$ cat src/design/sic_consts.svh
`ifndef SIC_CONSTS_SVH
`define SIC_CONSTS_SVH

// clock and timing
`define SIC_CLK_HZ 40000000
`define SIC_TEST_PULSE_NS 400000
`define SIC_TEST_PULSE_CYC ((`SIC_TEST_PULSE_NS / 25) - 1)
`define SIC_TEST_PERIOD_US 100000
`define SIC_TEST_PERIOD_CYC (`SIC_TEST_PERIOD_US * 40)
`define SIC_DRIVE_TIMEOUT_US 200000
`define SIC_DRIVE_TIMEOUT_CYC (`SIC_DRIVE_TIMEOUT_US * 40)
`define SIC_FLASH_HALF_US 250000
`define SIC_FLASH_HALF_CYC (`SIC_FLASH_HALF_US * 40)

// drive attempts before fault
`define SIC_DRIVE_TRIES 2

`endif

$ cat src/design/sic_pkg.sv
package sic_pkg;
    typedef enum logic [3:0] {
        SIC_INIT = 4'b0000,
        SIC_IDLE = 4'b0001,
        SIC_UNLOCKED = 4'b0010,
        SIC_DRIVE_LOCK = 4'b0011,
        SIC_LOCKED = 4'b0100,
        SIC_DRIVE_UNLOCK = 4'b0101,
        SIC_FAULT = 4'b0110,
        SIC_POR_WAIT_UNLOCK = 4'b0111,
        SIC_AUX_RELEASE = 4'b1000,
        SIC_HOLD_OFF = 4'b1001
    } sic_state_t;
endpackage

$ cat src/design/sic_pulse_gen.sv
`timescale 1ns/1ps
`include "sic_consts.svh"

// periodic self-test pulse and indicator flash timebase
module sic_pulse_gen #(
    parameter int PERIOD_CYC = `SIC_TEST_PERIOD_CYC,
    parameter int PULSE_CYC = `SIC_TEST_PULSE_CYC,
    parameter int FLASH_CYC = `SIC_FLASH_HALF_CYC
) (
    input wire logic clk,
    input wire logic rstn,
    output logic [1:0] test_off,
    output logic flash
);
    logic [31:0] per_cnt;
    logic [31:0] fl_cnt;
    wire per_wrap = (per_cnt == 32'(PERIOD_CYC - 1));
    wire fl_wrap = (fl_cnt == 32'(FLASH_CYC - 1));
    // channel 0 tested at start of period, channel 1 at half period, so never both at once
    wire ch0_on = (per_cnt < 32'(PULSE_CYC));
    wire ch1_on = (per_cnt >= 32'(PERIOD_CYC / 2)) && (per_cnt < 32'(PERIOD_CYC / 2 + PULSE_CYC));

    // free-running period counter
    always_ff @(posedge clk) begin
        if (!rstn) begin
            per_cnt <= 32'h0;
            test_off <= 2'h0;
        end else begin
            per_cnt <= per_wrap ? 32'h0 : per_cnt + 32'h1;
            test_off <= {ch1_on, ch0_on};
        end
    end

    // indicator flash toggle
    always_ff @(posedge clk) begin
        if (!rstn) begin
            fl_cnt <= 32'h0;
            flash <= 1'b0;
        end else begin
            fl_cnt <= fl_wrap ? 32'h0 : fl_cnt + 32'h1;
            if (fl_wrap) begin
                flash <= ~flash;
            end
        end
    end

    // pulse width is registered once, so off time is PULSE_CYC cycles
    int pw;
    always_ff @(posedge clk) begin
        if (!rstn || !test_off[0]) begin
            pw <= 0;
        end else begin
            pw <= pw + 1;
        end
    end
    AST_PULSE_MAX: assert property (@(posedge clk) disable iff (!rstn) test_off[0] |-> pw <= PULSE_CYC)
        else $error("test pulse too long");
    AST_NOT_BOTH: assert property (@(posedge clk) disable iff (!rstn) !(test_off[0] && test_off[1]))
        else $error("both channels tested together");
    COV_PULSE: cover property (@(posedge clk) disable iff (!rstn) $rose(test_off[1]));
endmodule

$ cat src/design/sic_ctrl.sv
`timescale 1ns/1ps
`include "sic_consts.svh"

// Notes on behaviour
// - no supplies at init: hold bolt, outputs off
// - main only at init: follow control inputs
// - aux only at init: retract bolt, unlock
// - both supplies at init: hold bolt, fault
// - supply table used only while initialising
// - aux release: safety outputs, diagnostics off
// - aux release ignores control inputs
// - unlock on unlock pattern, else lock
// - same decode for both variants
// - failed lock drive retried once
// - second failure raises fault
// - after fault, wait for input change
// - locked at power-on needs unlock then lock
// - yellow flashes while awaiting that cycle
// - emergency exit turns both outputs off
// - emergency exit blocks any locking
// - test pulses each output, at most 0.4 ms
// - returned manual release: flash all indicators
module sic_ctrl #(
    parameter int DRIVE_TIMEOUT_CYC = `SIC_DRIVE_TIMEOUT_CYC,
    parameter int TEST_PERIOD_CYC = `SIC_TEST_PERIOD_CYC,
    parameter int FLASH_HALF_CYC = `SIC_FLASH_HALF_CYC
) (
    input wire logic clk,
    input wire logic rstn,
    input wire logic main_supply_ok,
    input wire logic aux_release_supply,
    input wire logic aux_release_variant,
    input wire logic push_pull_wiring,
    input wire logic lock_ctrl_in_a,
    input wire logic lock_ctrl_in_b,
    input wire logic lock_ctrl_in_ref,
    input wire logic bolt_locked,
    input wire logic bolt_unlocked,
    input wire logic actuator_present,
    input wire logic emergency_exit,
    input wire logic manual_release_returned,
    output logic drive_extend,
    output logic drive_retract,
    output logic [1:0] switching_safety_output,
    output logic diag_out,
    output logic led_green,
    output logic led_yellow,
    output logic led_red,
    output logic fault
);
    sic_pkg::sic_state_t state;
    sic_pkg::sic_state_t next_state;
    logic [31:0] drv_cnt;
    logic [1:0] tries;
    logic [2:0] in_snap;
    logic mrel_flag;
    logic [1:0] test_off;
    logic flash;

    // both wiring styles share one decode; variant pin never enters it
    wire [2:0] in_now = {lock_ctrl_in_a, lock_ctrl_in_b, lock_ctrl_in_ref};
    wire pp_unlock = lock_ctrl_in_a && lock_ctrl_in_b && !lock_ctrl_in_ref;
    wire pn_unlock = lock_ctrl_in_a && lock_ctrl_in_b && !lock_ctrl_in_ref;
    wire want_unlock = push_pull_wiring ? pn_unlock : pp_unlock;
    wire in_changed = (in_now != in_snap);
    wire drv_timeout = (drv_cnt == 32'(DRIVE_TIMEOUT_CYC - 1));
    wire aux_only = aux_release_variant && aux_release_supply && !main_supply_ok;
    // emergency exit overrides every lock request
    wire lock_ok = !want_unlock && !emergency_exit;

    sic_pulse_gen #(
        .PERIOD_CYC(TEST_PERIOD_CYC),
        .PULSE_CYC(`SIC_TEST_PULSE_CYC),
        .FLASH_CYC(FLASH_HALF_CYC)
    ) u_pulse (
        .clk(clk),
        .rstn(rstn),
        .test_off(test_off),
        .flash(flash)
    );

    // next state; supply table only consulted from SIC_INIT
    always_comb begin
        next_state = state;
        case (state)
            sic_pkg::SIC_INIT: begin
                if (aux_release_variant && aux_release_supply && main_supply_ok) begin
                    next_state = sic_pkg::SIC_FAULT;
                end else if (aux_only) begin
                    next_state = sic_pkg::SIC_AUX_RELEASE;
                end else if (!main_supply_ok) begin
                    next_state = sic_pkg::SIC_HOLD_OFF;
                end else if (bolt_locked) begin
                    next_state = sic_pkg::SIC_POR_WAIT_UNLOCK;
                end else begin
                    next_state = sic_pkg::SIC_IDLE;
                end
            end
            sic_pkg::SIC_HOLD_OFF: begin
                // basic variant has no aux input, so aux alone must not wake it or it would spin through init
                if (main_supply_ok || (aux_release_variant && aux_release_supply)) begin
                    next_state = sic_pkg::SIC_INIT;
                end
            end
            sic_pkg::SIC_AUX_RELEASE: begin
                // stays released until power cycle
                next_state = sic_pkg::SIC_AUX_RELEASE;
            end
            sic_pkg::SIC_POR_WAIT_UNLOCK: begin
                if (want_unlock) begin
                    next_state = sic_pkg::SIC_DRIVE_UNLOCK;
                end
            end
            sic_pkg::SIC_IDLE: begin
                if (want_unlock) begin
                    next_state = sic_pkg::SIC_DRIVE_UNLOCK;
                end else if (lock_ok) begin
                    next_state = sic_pkg::SIC_DRIVE_LOCK;
                end
            end
            sic_pkg::SIC_UNLOCKED: begin
                if (lock_ok) begin
                    next_state = sic_pkg::SIC_DRIVE_LOCK;
                end
            end
            sic_pkg::SIC_DRIVE_LOCK: begin
                if (want_unlock || emergency_exit) begin
                    next_state = sic_pkg::SIC_DRIVE_UNLOCK;
                end else if (bolt_locked) begin
                    next_state = sic_pkg::SIC_LOCKED;
                end else if (drv_timeout && tries == 2'(`SIC_DRIVE_TRIES - 1)) begin
                    next_state = sic_pkg::SIC_FAULT;
                end
            end
            sic_pkg::SIC_LOCKED: begin
                if (want_unlock || emergency_exit || !bolt_locked) begin
                    next_state = sic_pkg::SIC_DRIVE_UNLOCK;
                end
            end
            sic_pkg::SIC_DRIVE_UNLOCK: begin
                if (bolt_unlocked) begin
                    next_state = sic_pkg::SIC_UNLOCKED;
                end
            end
            sic_pkg::SIC_FAULT: begin
                if (in_changed && main_supply_ok && !aux_release_supply) begin
                    next_state = want_unlock ? sic_pkg::SIC_DRIVE_UNLOCK : sic_pkg::SIC_UNLOCKED;
                end
            end
            default: next_state = sic_pkg::SIC_INIT;
        endcase
    end

    // state, retry and drive timer registers
    always_ff @(posedge clk) begin
        if (!rstn) begin
            state <= sic_pkg::SIC_INIT;
            tries <= 2'h0;
            drv_cnt <= 32'h0;
        end else begin
            state <= next_state;
            if (next_state != sic_pkg::SIC_DRIVE_LOCK || state != sic_pkg::SIC_DRIVE_LOCK) begin
                drv_cnt <= 32'h0;
                tries <= 2'h0;
            end else if (drv_timeout) begin
                drv_cnt <= 32'h0;
                tries <= tries + 2'h1;
            end else begin
                drv_cnt <= drv_cnt + 32'h1;
            end
        end
    end

    // input pattern frozen on fault entry, compared while faulted
    always_ff @(posedge clk) begin
        if (!rstn) begin
            in_snap <= 3'h0;
        end else if (state != sic_pkg::SIC_FAULT) begin
            in_snap <= in_now;
        end
    end

    // returned manual release flag, set wins over clear
    always_ff @(posedge clk) begin
        if (!rstn) begin
            mrel_flag <= 1'b0;
        end else if (manual_release_returned) begin
            mrel_flag <= 1'b1;
        end else if (in_changed) begin
            mrel_flag <= 1'b0;
        end
    end

    // state qualifiers for the outputs
    wire sso_en = (state == sic_pkg::SIC_LOCKED) && bolt_locked && actuator_present && !emergency_exit;
    wire aux_mode = (state == sic_pkg::SIC_AUX_RELEASE);
    wire faulted = (state == sic_pkg::SIC_FAULT);
    wire por_wait = (state == sic_pkg::SIC_POR_WAIT_UNLOCK);
    wire next_extend = (next_state == sic_pkg::SIC_DRIVE_LOCK);
    wire next_retract = (next_state == sic_pkg::SIC_DRIVE_UNLOCK) || (next_state == sic_pkg::SIC_AUX_RELEASE);

    // output next values; safety outputs only ever leave LOCKED switched off
    wire [1:0] next_sso = sso_en ? ~test_off : 2'h0;
    wire next_diag = !aux_mode && sso_en;
    wire next_green = mrel_flag ? flash : (!aux_mode && main_supply_ok);
    // yellow flashes while the power-on unlock-lock cycle is pending
    wire next_yellow = mrel_flag ? flash : (por_wait ? flash : sso_en);
    wire next_red = mrel_flag ? flash : faulted;

    // all outputs registered
    always_ff @(posedge clk) begin
        if (!rstn) begin
            drive_extend <= 1'b0;
            drive_retract <= 1'b0;
            switching_safety_output <= 2'h0;
            diag_out <= 1'b0;
            led_green <= 1'b0;
            led_yellow <= 1'b0;
            led_red <= 1'b0;
            fault <= 1'b0;
        end else begin
            drive_extend <= next_extend && !emergency_exit;
            drive_retract <= next_retract;
            switching_safety_output <= next_sso;
            diag_out <= next_diag;
            led_green <= next_green;
            led_yellow <= next_yellow;
            led_red <= next_red;
            fault <= faulted;
        end
    end

    // emergency exit, aux release, supply, decode, retry, fault hold and flash checks
    AST_EXIT_OFF: assert property (@(posedge clk) disable iff (!rstn)
        emergency_exit |=> switching_safety_output == 2'h0)
        else $error("outputs on during emergency exit");
    AST_EXIT_NO_LOCK: assert property (@(posedge clk) disable iff (!rstn)
        emergency_exit |=> !drive_extend)
        else $error("lock drive during emergency exit");
    AST_AUX_RELEASE: assert property (@(posedge clk) disable iff (!rstn)
        state == sic_pkg::SIC_AUX_RELEASE |=> drive_retract && switching_safety_output == 2'h0 && !diag_out)
        else $error("aux release not retracting or outputs on");
    AST_BOTH_SUPPLY: assert property (@(posedge clk) disable iff (!rstn)
        state == sic_pkg::SIC_INIT && main_supply_ok && aux_release_supply && aux_release_variant
        |=> ##1 fault)
        else $error("both supplies did not fault");
    AST_NO_SUPPLY: assert property (@(posedge clk) disable iff (!rstn)
        state == sic_pkg::SIC_HOLD_OFF |=> !drive_extend && switching_safety_output == 2'h0)
        else $error("bolt moved with no supply");
    AST_UNLOCK_DECODE: assert property (@(posedge clk) disable iff (!rstn)
        state == sic_pkg::SIC_LOCKED && want_unlock |=> state == sic_pkg::SIC_DRIVE_UNLOCK)
        else $error("unlock pattern ignored");
    AST_RETRY: assert property (@(posedge clk) disable iff (!rstn)
        state == sic_pkg::SIC_DRIVE_LOCK && drv_timeout && tries == 2'h0 && !bolt_locked && lock_ok
        |=> state == sic_pkg::SIC_DRIVE_LOCK && tries == 2'h1)
        else $error("no second lock attempt");
    AST_FAULT_HOLD: assert property (@(posedge clk) disable iff (!rstn)
        faulted && !in_changed |=> faulted)
        else $error("fault left without input change");
    AST_POR_FLASH: assert property (@(posedge clk) disable iff (!rstn)
        state == sic_pkg::SIC_POR_WAIT_UNLOCK && !mrel_flag |=> led_yellow == $past(flash))
        else $error("yellow not flashing after locked power-on");
    AST_SSO_GATE: assert property (@(posedge clk) disable iff (!rstn)
        !sso_en |=> switching_safety_output == 2'h0)
        else $error("outputs on while not locked");
    // start-up supply table and its limits
    AST_MAIN_ONLY: assert property (@(posedge clk) disable iff (!rstn)
        state == sic_pkg::SIC_INIT && main_supply_ok && !aux_release_supply && !bolt_locked
        |=> state == sic_pkg::SIC_IDLE)
        else $error("main supply alone did not follow inputs");
    AST_AUX_ONLY: assert property (@(posedge clk) disable iff (!rstn)
        state == sic_pkg::SIC_INIT && aux_only |=> state == sic_pkg::SIC_AUX_RELEASE)
        else $error("aux supply alone did not release");
    AST_INIT_ONCE: assert property (@(posedge clk) disable iff (!rstn)
        state == sic_pkg::SIC_INIT |=> state != sic_pkg::SIC_INIT)
        else $error("supply table evaluated twice");
    AST_TABLE_INIT_ONLY: assert property (@(posedge clk) disable iff (!rstn)
        state != sic_pkg::SIC_INIT && state != sic_pkg::SIC_AUX_RELEASE
        |=> state != sic_pkg::SIC_AUX_RELEASE)
        else $error("aux release entered outside init");
    AST_AUX_HOLD: assert property (@(posedge clk) disable iff (!rstn)
        state == sic_pkg::SIC_AUX_RELEASE |=> state == sic_pkg::SIC_AUX_RELEASE)
        else $error("aux release left on input change");
    // drive sequencing, fault refusal and manual release flash
    AST_LOCK_DRIVE: assert property (@(posedge clk) disable iff (!rstn)
        state == sic_pkg::SIC_UNLOCKED && lock_ok |=> drive_extend)
        else $error("lock pattern did not drive bolt out");
    AST_SECOND_FAIL: assert property (@(posedge clk) disable iff (!rstn)
        state == sic_pkg::SIC_DRIVE_LOCK && drv_timeout && tries == 2'h1 && !bolt_locked && lock_ok
        |=> faulted)
        else $error("second failed attempt gave no fault");
    AST_FAULT_NO_DRIVE: assert property (@(posedge clk) disable iff (!rstn)
        faulted |=> !drive_extend)
        else $error("bolt driven out while faulted");
    AST_MREL_FLASH: assert property (@(posedge clk) disable iff (!rstn)
        mrel_flag |=> led_red == $past(flash) && led_green == $past(flash))
        else $error("indicators not flashing after manual release");
    COV_LOCK: cover property (@(posedge clk) disable iff (!rstn) state == sic_pkg::SIC_LOCKED);
    COV_FAULT: cover property (@(posedge clk) disable iff (!rstn) $rose(fault));
    COV_POR: cover property (@(posedge clk) disable iff (!rstn)
        state == sic_pkg::SIC_POR_WAIT_UNLOCK ##1 state == sic_pkg::SIC_DRIVE_UNLOCK);
    COV_AUX: cover property (@(posedge clk) disable iff (!rstn) state == sic_pkg::SIC_AUX_RELEASE);
endmodule

$ cat config.mk
export PLATFORM = sky130hd
export DESIGN_NAME = sic_ctrl
export DESIGN_NICKNAME = d
export VERILOG_FILES = /design/src/design/sic_pkg.sv /design/src/design/sic_pulse_gen.sv /design/src/design/sic_ctrl.sv
export VERILOG_INCLUDE_DIRS = /design/src /design/src/design
export SDC_FILE = /design/constraint.sdc
export NUM_CORES = 1
export LEC_CHECK = 0
export ABC_AREA = 1
export BUFFER_PORTS_ARGS = -buffer_cell sky130_fd_sc_hd__buf_2
export CAP_MARGIN = 20
export CORE_UTILIZATION = 55
export DETAILED_ROUTE_END_ITERATION = 6
export PLACE_DENSITY_LB_ADDON = 0.05
export SYNTH_ARGS = -nofsm -noshare
export SYNTH_HDL_FRONTEND = slang
export SYNTH_SLANG_ARGS = --single-unit
$ cat constraint.sdc
create_clock -name clk -period 2.2 [get_ports clk]
set_input_delay 0.44 -clock clk [delete_from_list [all_inputs] [get_ports clk]]
set_output_delay 0.44 -clock clk [all_outputs]
set_load 0.02 [all_outputs]
==> results of run 1 <==
-- power groups by stage --
stage	combinational, mW	clock (mW)	sequential [mW]
after floorplan	0.539	0	2.31
after global placement	0.670	0	2.32
after detailed placement	0.675	0	2.32
after CTS	0.679	2.52	2.28
after global routing	0.767	2.63	2.29
final	0.681	2.47	2.28
-- layer usage --
layer / GRT usage (%) / part of all wire [%]
met1: 30.1 / 48
met2: 38.9 / 46
met3: 6.87 / 3.6
met4: 8.88 / 1.7
met5: 0 / 0
-- through the flow --
step	setup WS, ns	hold WS (ns)	area, um2	instances	utilization, %
floorplan	0.403	0.368	6240	865	-
global placement	0.155	0.379	6560	1024	60.0
detailed placement	0.132	0.382	6560	1024	60.0
CTS	0.110	0.226	7090	1054	64.8
global route	-0.00804	0.235	7130	1055	65.2
finish	0.230	0.237	7130	1055	65.2
-- path summary, 6_finish.rpt --
kind	start	to	slack (ns)	depth (start not counted)
worst min-delay path	manual_release_returned	mrel_flag$_SDFFE_PN0P_	0.24	2
worst min register to register	u_pulse.test_off[0]$_SDFF_PN0_	switching_safety_output[0]$_SDFF_PN0_	0.39	1
worst max-delay path	u_pulse.per_cnt[1]$_SDFF_PP0_	u_pulse.per_cnt[28]$_SDFF_PP0_	0.23	14
worst max register to register	u_pulse.per_cnt[1]$_SDFF_PP0_	u_pulse.per_cnt[28]$_SDFF_PP0_	0.23	14
-- cells in the mapped netlist, types with 5 or more instances --
cell	instances
inv_2	8
nand3b_1	5
nor4_1	9
nor3_1	39
nor2_1	115
o21ai_0	17
nor3b_1	10
nor2_4	7
dfxtp_1	118
ha_1	5
nor3_2	8
nor2_2	41
nand2_1	140
o21a_1	6
a21oi_1	46
nand3_1	40
inv_1	131
xnor2_1	12
xor2_1	36
nand4_1	30
-- logic make-up (layout without fill, tap and decap cells) --
family / after synthesis / count (layout) / synth area share [%]
AND/OR/NAND/NOR: 465 / 465 / 37.9
adder cells (fa/ha/maj): 5 / 5 / 1.00
multiplexers: 1 / 1 / 0.180
buffers and inverters: 150 / 200 / 9.52
AO/OA/AOI/OAI: 78 / 78 / 6.80
XOR/XNOR: 48 / 48 / 6.74
flip-flops: 118 / 118 / 37.9
-- cell type report --
type                            count  area share, %
Clock buffer                       25           6.67
Clock inverter                      5          0.702
Inverter                          140           7.37
Multi-Input combinational cell    597           46.5
Sequential cell                   118           33.2
Tap cell                          140           2.46
Timing Repair Buffer               30           3.12
-- sequential cells by signal, indices dropped and copies added, names as in the netlist --
name                     cells
diag_out                     1
drive_extend                 1
drive_retract                1
drv_cnt                     32
fault                        1
in_snap                      3
led_green                    1
led_red                      1
led_yellow                   1
mrel_flag                    1
state                        4
switching_safety_output      2
tries                        2
u_pulse.fl_cnt              32
u_pulse.flash                1
u_pulse.per_cnt             32
u_pulse.test_off             2
-- repair_timing --
item | 4_1_cts | 5_1_grt
setup buffers | 0 | 1
setup endpoints to repair | 0 | 15
resized for setup | 0 | 10
==> results_dict.tcl, run 1 <==
set metrics [dict create \
    seq_area_frac_synth_pct 37.9 \
    end_kind "flop" \
    path_cells "ha_1 -> nand2_1 -> nor2_4 -> nand2_4 -> nor2_4 -> nand2_4 -> nor2_4 -> nand2_4 -> nor2_4 -> nand3_4 -> nor2_4 -> nand3_1 -> nand2_1 -> nor2_1" \
    critPathKind "reg -> reg" \
    antenna_found_initial 0 \
    period_share_pct 89.5 \
    vias 5423 \
    grt_pass1_vias 5141 \
    cap_violations 0 \
    path_buf_inv 0 \
    max_clock_freq_ghz 0.508 \
    rsz0062_at_grt "true" \
    die_h_um 109 \
    cts_hold_buf 0 \
    dieArea_um2 11800 \
    power_frac_clock_pct 45.5 \
    synth.avg_cell_area_um2 7.21 \
    post-synth-top-area-cell "dfxtp_1" \
    period_minus_slack_ns 1.97 \
    cellLeakagePower_nw 2.70 \
    multi_input_area_um2 3320 \
    ctsLongestPathBuffers 2 \
    register_area_um2 2360 \
    tns_ns 0 \
    yosys.cell_types.count 43 \
    hp-class "in -> reg" \
    cts_max_level 4 \
    timing_hold_violations_final 0 \
    detailed_place_hpwl_um 9340 \
    postRouteAntennaNets 0 \
    num-nets-final 923 \
    drive_gt1_share_pct 16.0 \
    clock_latency_ns 0.41 \
    synth.ff_latch_count 118 \
    drc 0 \
    ir_drop_mv 0.759 \
    numCtsBuffers 17 \
    syn_nets 884 \
    async_flop_share_pct 0 \
    rows 38 \
    fin_worst_skew_ns 0.00586 \
    layout_commonest_cell "nand2_1" \
    start_util_pct 57.1 \
    path_delay_family "simple AND/OR/NAND/NOR gates" \
    final_cell_mix "nand2_1 (139), inv_1 (131), dfxtp_1 (117)" \
    n_fill_cell 976 \
    switchingPower_mw 1.41 \
    drt_iter0_drc 360 \
    diodes 0 \
    area_growth_syn_to_layout_pct 14.3 \
    yosysTopAreaCellShare_pct 37.9 \
    syn_area_um2 6240 \
    port_buffers 21 \
    routed_wirelength_um 12800 \
    ys.flop_type "dfxtp_1" \
    wl_per_cell_um 12.2 \
    max_stage_delay_ns 0.35 \
    via_per_inst 5.14 \
    critical_path.max_fanout 4 \
    yosys_warnings 0 \
    worst_pin_slew_ns 0.676 \
    overflow 0 \
    comb_power_share_pct 12.5 \
    slew_viol_final 0 \
    die_x_um 109 \
    power_density_nw_per_um2 763 \
    run_status "finished, final reports clean" \
    power_mw 5.44 \
    syn_inst 865 \
    cts_sinks 118 \
    crit_path_frequent_cell "nor2_4" \
    slew_headroom_pct 54.5 \
    cts-root-buf "clkbuf_16" \
    gp_congestion 0.909 \
    crit_arrival_ns 2.28 \
    dr.pass1.iters 4 \
    sw_frac_of_total_pct 26.0 \
    setup_viol 0 \
    grt_pass1_wl_um 22200 \
    crit_path_start_kind "flop" \
    synth_edf_count 0 \
    grt_max_degree 33 \
    seqPwrFrac_pct 42.0 \
    required_ns 2.51 \
    cts.clk_slew.worst_paths_ns 0.05 \
    io_pins 23 \
    cts_tree "built" \
    p_int_mw 4.03 \
    synth_area_leaders "dfxtp_1 (38%), nand2_1 (8.4%), inv_1 (7.9%)" \
    coreArea_um2 10900 \
    grtUsageTotal_pct 24.0 \
    slowest_stage "dfxtp_1" \
]
(Power assumes the default switching activity.)
==> run 2: changes to the inputs <==
Settings changed: PLACE_DENSITY_LB_ADDON 0.05 to 0.08.
==> results_dict.tcl, run 2 (synthesis gave the netlist of run 1 again) <==
set metrics [dict create \
    path_buf_inv 0 \
    cellLeakagePower_nw 2.75 \
    end_kind "flop" \
    vias 5544 \
    crit_path_frequent_cell "nor2_4" \
    rows 38 \
    power_density_nw_per_um2 775 \
    postRouteAntennaNets 0 \
    dpl.cell_count 1024 \
    slew_viol_final 0 \
    timing_hold_violations_final 0 \
    grt_max_degree 21 \
    antenna_found_initial 0 \
    layout_commonest_cell "nand2_1" \
    diodes 0 \
    final_cells 1064 \
    slowest_stage "dfxtp_1" \
    overflow 0 \
    coreArea_um2 10900 \
    clock_latency_ns 0.42 \
    die_h_um 109 \
    tns_ns 0 \
    cts-root-buf "clkbuf_16" \
    ir_drop_mv 0.647 \
    port_buffers 21 \
    cap_violations 0 \
    required_ns 2.51 \
    grtUsageTotal_pct 23.7 \
    max_clock_freq_ghz 0.497 \
    cts.clk_slew.worst_paths_ns 0.05 \
    fin_worst_skew_ns 0.00483 \
    crit_arrival_ns 2.32 \
    via_per_inst 5.21 \
    detailed_place_hpwl_um 9400 \
    die_x_um 109 \
    period_minus_slack_ns 2.01 \
    slew_headroom_pct 62.2 \
    num-nets-final 931 \
    dr.pass1.iters 5 \
    cts_hold_buf 0 \
    gp_congestion 0.881 \
    worst_pin_slew_ns 0.561 \
    critical_path.max_fanout 4 \
    rsz0062_at_grt "true" \
    grt_pass1_wl_um 22100 \
    path_delay_family "simple AND/OR/NAND/NOR gates" \
    critPathKind "reg -> reg" \
    largestRegisters "drv_cnt (32), u_pulse.fl_cnt (32), u_pulse.per_cnt (32)" \
    path_cells "ha_1 -> nand2_2 -> nor2_4 -> nand2_4 -> nor2_4 -> nand2_4 -> nor2_4 -> nand2_4 -> nor2_4 -> nand3_4 -> nor2_4 -> nand3_1 -> nand2_1 -> nor2_1" \
    cts_tree "built" \
    drt_iter0_drc 450 \
    period_share_pct 91.5 \
    io_pins 23 \
    dieArea_um2 11800 \
    grt_pass1_vias 5136 \
    area_growth_syn_to_layout_pct 15.5 \
    cts_sinks 118 \
    drc 0 \
    wl_per_cell_um 12.0 \
    final_cell_mix "nand2_1 (138), inv_1 (131), dfxtp_1 (117)" \
    numCtsBuffers 17 \
    max_stage_delay_ns 0.35 \
    hp-class "in -> reg" \
    cts_max_level 4 \
    run_status "finished, final reports clean" \
    power_mw 5.59 \
    routed_wirelength_um 12800 \
    drive_gt1_share_pct 17.1 \
    setup_viol 0 \
    ctsLongestPathBuffers 2 \
    final_util_pct 65.9 \
    start_util_pct 57.1 \
    crit_path_start_kind "flop" \
]
[run 2: cell count changes in the layout (fill, tap and decap cells not counted), moves of 2 or more]
cell / change
buf_4: +9
nor3_1: +2
clkinvlp_4: +2
nor3_2: -2
clkbuf_8: +2
clkbuf_1: -4
[run 2: per-layer routing]
metal / track usage, % / share of wire, % / routed length [um] / vias to the layer above
met3: 5.79 / 4.5 / 576 / 24
met2: 38.9 / 46 / 5910 / 125
li1: - / - / - / 2867
met5: 0 / 0 / 0 / -
met4: 9.65 / 1.8 / 224 / 0
met1: 29.6 / 48 / 6080 / 2528
[run 2: metrics by stage]
step | hold slack, ns | worst slack [ns] | instance area, um2
2_1_floorplan | 0.368 | 0.403 | 6240
3_3_place_gp | 0.375 | 0.190 | 6550
3_5_place_dp | 0.374 | 0.169 | 6550
4_1_cts | 0.231 | 0.151 | 7110
5_1_grt | 0.238 | -0.0548 | 7210
6_report | 0.243 | 0.187 | 7210
[run 2: repair_timing]
action / in CTS / in global routing
endpoints found under the setup margin: 0 / 36
resized for setup: 0 / 8
buffers inserted: 0 / 9
[run 2: cell type report]
cell class	instances	area (um2)
Inverter	140	526
Tap cell	140	175
Timing Repair Buffer	38	270
Clock buffer	23	488
Fill cell	952	3730
Multi-Input combinational cell	597	3310
Clock inverter	8	73.8
Sequential cell	118	2360
[run 2: worst paths after layout]
path / end / from / cells after the start / slack, ns
worst max-delay path: u_pulse.per_cnt[28]$_SDFF_PP0_ / u_pulse.per_cnt[1]$_SDFF_PP0_ / 14 / 0.19
worst min-delay path: mrel_flag$_SDFFE_PN0P_ / manual_release_returned / 2 / 0.24
worst max register to register: u_pulse.per_cnt[28]$_SDFF_PP0_ / u_pulse.per_cnt[1]$_SDFF_PP0_ / 14 / 0.19
worst min register to register: switching_safety_output[1]$_SDFF_PN0_ / u_pulse.test_off[1]$_SDFF_PN0_ / 1 / 0.39
[run 2: power by group]
| group | internal [mW] | switching [mW] | leakage, nW |
|---|---|---|---|
| Combinational | 0.231 | 0.468 | 1.52 |
| Sequential | 2.21 | 0.0758 | 0.954 |
| Clock | 1.66 | 0.947 | 0.275 |
